==> config.mk <==
export PLATFORM = sky130hd
export DESIGN_NAME = psd_peripheral_slot_decoder
export DESIGN_NICKNAME = d
export VERILOG_FILES = /design/src/psd_pkg.sv /design/src/psd_peripheral_slot_decoder.sv
export SDC_FILE = /design/constraint.sdc
export NUM_CORES = 1
export LEC_CHECK = 0
export ABC_AREA = 1
export BUFFER_PORTS_ARGS = -buffer_cell sky130_fd_sc_hd__buf_2
export CAP_MARGIN = 20
export CORE_AREA = 4 4 233 235
export DETAILED_ROUTE_END_ITERATION = 10
export DIE_AREA = 0 0 237 239
export PLACE_DENSITY = 0.47
export SLEW_MARGIN = 40
export SYNTH_ARGS = -nofsm -noshare
export SYNTH_HDL_FRONTEND = slang
export SYNTH_SLANG_ARGS = --single-unit
==> constraint.sdc <==
create_clock -name i_sys_clk -period 10.25 [get_ports i_sys_clk]
set_clock_uncertainty 0.05 [all_clocks]
set_input_delay 2.05 -clock i_sys_clk [delete_from_list [all_inputs] [get_ports i_sys_clk]]
set_output_delay 2.05 -clock i_sys_clk [all_outputs]
set_load 0.005 [all_outputs]
==> src/psd_pkg.sv <==
// constants for the peripheral slot decoder
// assumes one crossbar slave port feeding the bridge, one system clock
package psd_pkg;

  localparam int          ADDR_W       = 32;
  localparam int          SLOT_W       = 8;
  localparam int          NSLOT        = 128;
  localparam int          OFS_W        = 12;
  localparam logic [11:0] WIN_BASE_HI  = 12'h400;
  localparam logic [7:0]  SLOT_DMA     = 8'h08;
  localparam logic [7:0]  SLOT_GPIO    = 8'h0f;
  localparam logic [7:0]  SLOT_FLASH   = 8'h20;
  localparam logic [7:0]  SLOT_DMAMUX  = 8'h21;
  localparam logic [7:0]  SLOT_PIT     = 8'h37;
  localparam logic [7:0]  SLOT_TPM0    = 8'h38;
  localparam logic [7:0]  SLOT_TPM1    = 8'h39;
  localparam logic [7:0]  SLOT_ADC     = 8'h3b;
  localparam logic [7:0]  SLOT_ALIAS   = 8'hff;
  localparam logic [7:0]  SLOT_LAST    = 8'h7f;
  localparam logic [1:0]  BRIDGE_WAIT  = 2'h1;

  typedef enum logic [1:0] {
    PSD_IDLE = 2'b00,
    PSD_WAIT = 2'b01,
    PSD_DATA = 2'b10
  } psd_state_t;

endpackage
==> src/psd_peripheral_slot_decoder.sv <==
// peripheral bridge slot decoder: window decode, module enables, error ends
// assumes a simple request/answer master and peripherals that report their own offset hits
`timescale 1ns/100ps
module psd_peripheral_slot_decoder (
  input  wire logic                       i_sys_clk,
  input  wire logic                       i_rst,
  input  wire logic                       i_req,
  input  wire logic                       i_write,
  input  wire logic [psd_pkg::ADDR_W-1:0] i_addr,
  input  wire logic [31:0]                i_wdata,
  input  wire logic [psd_pkg::NSLOT-1:0]  i_clk_gate,
  input  wire logic [psd_pkg::NSLOT-1:0]  i_ofs_hit,
  input  wire logic [31:0]                i_rdata_mux,
  input  wire logic                       i_gpio_req,
  input  wire logic                       i_gpio_write,
  input  wire logic [psd_pkg::OFS_W-1:0]  i_gpio_addr,
  input  wire logic [31:0]                i_gpio_wdata,
  output logic      [psd_pkg::NSLOT-1:0]  o_mod_en,
  output logic      [psd_pkg::OFS_W-1:0]  o_ofs,
  output logic                            o_pwrite,
  output logic      [31:0]                o_pwdata,
  output logic                            o_done,
  output logic                            o_err,
  output logic      [31:0]                o_rdata,
  output logic                            o_gpio_direct
);
  import psd_pkg::*;

  // =========================================================
  // slot decode
  function automatic logic slot_impl(input logic [7:0] s);
    slot_impl = (s == SLOT_DMA) || (s == SLOT_GPIO) || (s == SLOT_FLASH) ||
                (s == SLOT_DMAMUX) || (s == SLOT_PIT) || (s == SLOT_TPM0) ||
                (s == SLOT_TPM1) || (s == SLOT_ADC);
  endfunction

  logic        in_win;
  logic [7:0]  raw_slot;
  logic [6:0]  slot;
  logic        slot_ok;
  logic        bridge_req;
  logic        gpio_core;

  always_comb begin
    in_win   = (i_addr[31:20] == WIN_BASE_HI);
    raw_slot = i_addr[19:12];
    if (raw_slot == SLOT_ALIAS) begin
      slot = SLOT_GPIO[6:0];
    end else begin
      slot = raw_slot[6:0];
    end
    slot_ok    = ((raw_slot <= SLOT_LAST) || (raw_slot == SLOT_ALIAS)) &&
                 slot_impl({1'b0, slot}) && i_clk_gate[slot];
    gpio_core  = i_gpio_req && i_clk_gate[SLOT_GPIO[6:0]];
    bridge_req = i_req && in_win && !gpio_core;
  end

  // =========================================================
  // transfer sequencer
  psd_state_t              state;
  psd_state_t              next_state;
  logic [NSLOT-1:0]        next_mod_en;
  logic [OFS_W-1:0]        next_ofs;
  logic                    next_pwrite;
  logic [31:0]             next_pwdata;
  logic                    next_done;
  logic                    next_err;
  logic [31:0]             next_rdata;
  logic                    next_gpio_direct;
  logic [1:0]              wait_cnt;
  logic [1:0]              next_wait_cnt;

  always_comb begin
    next_state       = state;
    next_mod_en      = o_mod_en;
    next_ofs         = o_ofs;
    next_pwrite      = o_pwrite;
    next_pwdata      = o_pwdata;
    next_done        = 1'b0;
    next_err         = 1'b0;
    next_rdata       = o_rdata;
    next_gpio_direct = 1'b0;
    next_wait_cnt    = wait_cnt;
    unique case (state)
      PSD_IDLE: begin
        next_mod_en = '0;
        if (gpio_core) begin
          // direct core path: enable for one cycle, done on the next, no bridge wait
          next_mod_en[SLOT_GPIO[6:0]] = 1'b1;
          next_ofs         = i_gpio_addr;
          next_pwrite      = i_gpio_write;
          next_pwdata      = i_gpio_wdata;
          next_gpio_direct = 1'b1;
          next_state       = PSD_DATA;
        end else if (bridge_req) begin
          if (slot_ok) begin
            next_mod_en[slot] = 1'b1;
            next_ofs          = i_addr[OFS_W-1:0];
            next_pwrite       = i_write;
            next_pwdata       = i_wdata;
            next_wait_cnt     = BRIDGE_WAIT;
            next_state        = PSD_WAIT;
          end else begin
            next_done = 1'b1;
            next_err  = 1'b1;
          end
        end
      end
      PSD_WAIT: begin
        if (wait_cnt == 2'h0) begin
          next_state = PSD_DATA;
        end else begin
          next_wait_cnt = wait_cnt - 2'h1;
        end
      end
      PSD_DATA: begin
        next_done   = 1'b1;
        next_err    = ~|(o_mod_en & i_ofs_hit);
        next_rdata  = o_pwrite ? 32'h0000_0000 : i_rdata_mux;
        next_mod_en = '0;
        next_state  = PSD_IDLE;
      end
      default: begin
        next_mod_en = '0;
        next_state  = PSD_IDLE;
      end
    endcase
  end

  always_ff @(posedge i_sys_clk or posedge i_rst) begin
    if (i_rst) begin
      state         <= PSD_IDLE;
      o_mod_en      <= '0;
      o_ofs         <= '0;
      o_pwrite      <= 1'b0;
      o_pwdata      <= 32'h0000_0000;
      o_done        <= 1'b0;
      o_err         <= 1'b0;
      o_rdata       <= 32'h0000_0000;
      o_gpio_direct <= 1'b0;
      wait_cnt      <= 2'h0;
    end else begin
      state         <= next_state;
      o_mod_en      <= next_mod_en;
      o_ofs         <= next_ofs;
      o_pwrite      <= next_pwrite;
      o_pwdata      <= next_pwdata;
      o_done        <= next_done;
      o_err         <= next_err;
      o_rdata       <= next_rdata;
      o_gpio_direct <= next_gpio_direct;
      wait_cnt      <= next_wait_cnt;
    end
  end

endmodule

==> reports/results.ini, run 1 <==
[outcome]
status=complete, no violations

[critical_path]
r2r-start=state[1]
critPathBufInv=3
crit_top_cell=nand2_1
crit_arrival_ps=4940
crit_path_cell_trace=buf_4 -> inv_4 -> nor2_2 -> nand2_1 -> nand3_1 -> nand2_1 -> nand2_1 -> nor2_1 -> nand2_1 -> nand3_1 -> nand2_1 -> inv_2 -> nand3_4 -> nand2_8 -> nand2_1 -> nand2_1
crit_family=simple AND/OR/NAND/NOR gates
crit_path_end_kind=register
rrSetupSlack_ps=7860
required_ps=10620
slowest_delay_ps=440
worstSetupStartpointType=input pin
cp_slowest_cell=nor2_2
r2r_cells=7
reg2reg_to=o_ofs[5]
path_class=in -> reg
critPathMaxFanout=46

[global_route]
grt_pass1_wl_um=66200
overflow=0
grt_pass1_vias=11000
antenna_found_initial=8
grt_max_degree=111
track_usage_pct=14.9

[job]
max-cap-violations=0

[clock_network]
clk_pin_slew_ps=60
cts.sinks=212
cts_tree=done
cts-resized-gates=0
cts_buffer_depth=3
cts_buffers=26
htree_num_levels=1
clock_latency_ps=530
cts-root-buf=clkbuf_16
cts_hold_buf=0
post_cts_buffers=0

[pwr]
p_sw_mw=0.567
pwr_density_cell_mw_per_mm2=142
pwr-share-seq_pct=42.7
switching_share_pct=26.4
ir_drop_mv=0.122
p_leak_nw=8.24
internal_power_mw=1.58
p_comb_share_pct=15.5
clock_power_share_pct=41.8

[routing]
drc_errors=0
viasPerCell=4.14
ant_nets=0
wl_per_cell_um=17.3
dr_total_vias=10900
drtIter0Drc=488
wirelength_um=45300
first_pass_iters=7

[synth]
ys_types=36
netlist_area_mm2=0.0106
seq_area_frac_synth_pct=49.8
synth_edf_count=0
syn_nets=1733
yosysWarnings=0
syn_inst=1330
avgSynthCellArea_um2=8.00
ys_ff_latch=212
netlist_top_cells_area=dfrtp_1, nand2_1, inv_1, nor2_1, a22o_1
synthFlopType=dfrtp_1
yosysTopAreaCell=dfrtp_1
async_flop_share_pct=100
synth_top_area_share_pct=49.8

[floorplanning]
ioPinCount=610
die_w_um=237
initial_core_util_pct=20.4
fp.dieArea_mm2=0.0566
coreArea_mm2=0.0522
num_rows=84
die_h_um=239

[sta]
max_slew.worst_pin.slew_ps=796
rsz0062_at_grt=no
finalCriticalPeriod_ps=4570
slew_headroom_pct=46.4
period_share_pct=44.6
setup_violations=0
tns_ps=0
max_freq_mhz=219
hold_violations=0
drv_slew=0

[finish]
final_common_cell=buf_2
area_growth_pct=42.5
drive_gt1_share_pct=37.7
num-nets-final=2318
final_core_util_pct=29.0
layout_common_cells=buf_2, nand2_1, dfrtp_1, inv_1, nor2_1
fin_cells=2623

[place]
dp.final_hpwl_um=36200
finalWeightedCongestion=0.962
dp_cells=2575
buffer_ports.inserted=609

[worst_hold_path]
hp-class=reg -> reg
hold_depth=2
hold_end=o_rdata[3]
min_from=o_rdata[3]

==> tightest hold or removal path: stages (launching register included) <==
cell     delay, ps
dfrtp_1        330
nand2_1         50
o21ai_0         60
==> power by group through the flow <==
stage / logic [mW] / registers [mW] / clock network [mW]
2_1_floorplan: 0.147 / 0.936 / 0
3_3_place_gp: 0.339 / 0.931 / 0
3_5_place_dp: 0.340 / 0.932 / 0
4_1_cts: 0.342 / 0.918 / 0.937
5_1_grt: 0.374 / 0.924 / 0.968
6_report: 0.333 / 0.918 / 0.899
==> final cells by class <==
| type | instances | area (um2) |
|---|---|---|
| antenna | 2 | 5.00 |
| clock buffer | 41 | 778 |
| clock inverter | 5 | 56.3 |
| fill | 5793 | 37100 |
| inverter | 197 | 759 |
| multi-input combinational | 862 | 4290 |
| sequential | 212 | 5310 |
| tap | 688 | 861 |
| timing repair buffer | 616 | 3110 |
==> registers in the layout, summed over array words and instances (netlist names) <==
register and flops:
o_err 1, o_ofs 12, o_pwrite 1, o_pwdata 32
o_rdata 32, o_done 1, state 2, o_gpio_direct 1
o_mod_en 128, wait_cnt 2
==> Yosys cell counts (5+ instances only) <==
library cell  count
a21oi_1           9
a22o_1           59
buf_2            13
buf_4             6
clkbuf_1         32
dfrtp_1         212
inv_1           192
mux2_2           45
nand2_1         367
nand3_1          95
nand4_1           6
nor2_1          182
nor3_1            5
nor4_1           15
o21ai_0          44
o21ai_1           6
or2_2             6
==> how the worst max path moves through the flow <==
stage | start | endpoint | slack [ps] | cells after the start
floorplan | i_rst | o_done | 2360 | 1
global placement | i_addr[12] | o_ofs[8] | 4810 | 16
detailed placement | i_addr[13] | o_pwdata[31] | 4870 | 14
CTS | i_addr[13] | o_pwdata[31] | 5470 | 14
global route | i_addr[12] | o_ofs[1] | 5280 | 16
finish | i_addr[12] | o_ofs[5] | 5680 | 16
==> cell families after synthesis <==
| logic type | Yosys count | share of synthesized area, % |
|---|---|---|
| simple gates | 689 | 26.9 |
| buf+inv | 256 | 10.0 |
| flops | 212 | 49.8 |
| compound gates | 127 | 8.36 |
| mux | 45 | 4.76 |
| fa+ha+maj | 1 | 0.118 |
==> routing by layer <==
layer	GRT usage [%]	vias to the layer above	wire [um]	part of all wire, %
met3	3.63	70	3350	7.4
met1	17.8	4987	18000	40
met4	5.02	6	1470	3.3
met5	0	-	29	0.064
li1	-	5359	-	-
met2	26.4	443	22400	50
==> through the flow <==
step / hold WS [ps] / setup slack [ps] / power [mW] / cell area [um2]
finish: 431 / 5680 / 2.15 / 15200
global route: 453 / 5280 / 2.27 / 15200
CTS: 432 / 5470 / 2.20 / 15100
detailed placement: 418 / 4870 / 1.27 / 14300
global placement: 413 / 4810 / 1.27 / 14300
floorplan: 419 / 2360 / 1.08 / 10600
No activity file was read; power rests on OpenSTA's default activity.
==> run 2, diff against run 1 <==
- PLACE_DENSITY: 0.47 -> 0.49
- clock period: 10.25 -> 4.2 ns (I/O delays scaled with it)
==> run 2 against run 1 <==
  * Sequential power rose by 140%
  * Routed wire length fell by 1.5%
  * Critical path type unchanged
  * Via count rose by 1.1%
  * Critical endpoint is now o_pwdata[18]
  * Largest power group unchanged
  * Power rose by 140%
  * Highest routed layer unchanged
  * Flip-flop and latch count did not move
  * Register-to-register slack got worse by 5800 ps
  * Non-clock buffer count rose by 5
  * Largest cell class unchanged
==> reports/results.ini, run 2 (synthesis gave the netlist of run 1 again) <==
[finish]
fillers=5776
largest_register_ffs=128
final_common_cell=buf_2
layout_common_cells=buf_2, nand2_1, dfrtp_1, inv_1, nor2_1
final_core_util_pct=29.1
num-nets-final=2322
reg_top3=o_mod_en x128, o_pwdata x32, o_rdata x32
drive_gt1_share_pct=38.0
regMostFlops=o_mod_en
fin_cells=2623
area_growth_pct=42.8
fin_area_mm2=0.0152

[clock_network]
cts_buffers=25
cts_tree=done
cts_buffer_depth=3
post_cts_buffers=0
htree_num_levels=1
cts-root-buf=clkbuf_16
cts-resized-gates=0
clock_latency_ps=520
clk_pin_slew_ps=60
cts_hold_buf=0
cts.sinks=212

[critical_path]
startpoint=i_addr[12]
crit_path_end_kind=register
critPathMaxFanout=45
r2r-start=state[1]
required_ps=4560
worstSetupStartpointType=input pin
path_class=in -> reg
crit_arrival_ps=3270

[global_route]
gr-usage-met3_pct=3.68
grt_util_met1_pct=17.7
use_met2_pct=25.8
grt_max_degree=106
overflow=0
grt_pass1_wl_um=66400
antenna_found_initial=3
track_usage_pct=14.8
busiest_layer=met2
grt_pass1_vias=11400

[sta]
max_freq_mhz=343
rsz0062_at_grt=no
hold_violations=0
whs_ps=243
drv_slew=0
fin_ws_ps=1280
tns_ps=0
slew_headroom_pct=58.2
setup_violations=0
max_slew.worst_pin.slew_ps=622
finalCriticalPeriod_ps=2920
period_share_pct=69.4

[place]
place_area_mm2=0.0144
finalWeightedCongestion=0.955
buffer_ports.inserted=609
dp_cells=2580
dp.final_hpwl_um=36000
preCtsSetupSlack_ps=716

[job]
max-cap-violations=0

[floorplanning]
ioPinCount=610
die_h_um=239
initial_core_util_pct=20.4
fp.dieArea_mm2=0.0566
die_w_um=237
coreArea_mm2=0.0522
num_rows=84

[routing]
viasPerCell=4.19
ant_nets=0
first_pass_iters=4
drc_errors=0
drtIter0Drc=452
dr_total_vias=11000
wl_per_cell_um=17.0
wirelength_um=44600

[worst_hold_path]
hp-class=in -> async

[pwr]
pwr_density_cell_mw_per_mm2=344
p_leak_nw=8.26
ir_drop_mv=0.218
total_power_mw=5.22

[outcome]
status=complete, no violations

[run 2: cell type report]
class	count	area, um2	area share, %
tap	688	861	5.66
timing repair buffer	621	3180	20.9
multi-input combinational	862	4290	28.2
antenna	1	2.50	0.0165
clock buffer	35	723	4.76
clock inverter	7	95.1	0.626
sequential	212	5310	34.9
inverter	197	749	4.93
[run 2: metal layers]
| metal | routed length, um | up-vias |
|---|---|---|
| met3 | 3440 | 79 |
| met4 | 1570 | 2 |
| li1 | - | 5359 |
| met1 | 17700 | 5096 |
| met2 | 21900 | 447 |
| met5 | 13 | - |
[run 2: worst max-delay path: stages]
cell and delay, ps:
buf_2 410, buf_4 360, nand2_1 90, nand3_1 90, o211ai_1 110, nand2_1 70, nand2_1 50, nor3_1 340
nor2_2 90, nor2_4 160, nand3_4 110, buf_4 290, nand3_1 140, nand2_1 60
[run 2: power breakdown]
| part | internal [mW] | switching (mW) |
|---|---|---|
| Combinational | 0.371 | 0.445 |
| Clock | 1.32 | 0.850 |
| Sequential | 2.17 | 0.0698 |
[run 2: path summary, 6_finish.rpt]
path,endpoint,slack [ps],depth (start not counted)
worst max register to register,wait_cnt[1],2100,6
worst min-delay path,o_mod_en[93],240,2
max in group asynchronous,wait_cnt[1],2980,3
min in group i_sys_clk,o_rdata[2],430,2
worst min register to register,o_rdata[2],430,2
worst max-delay path,o_pwdata[18],1280,14
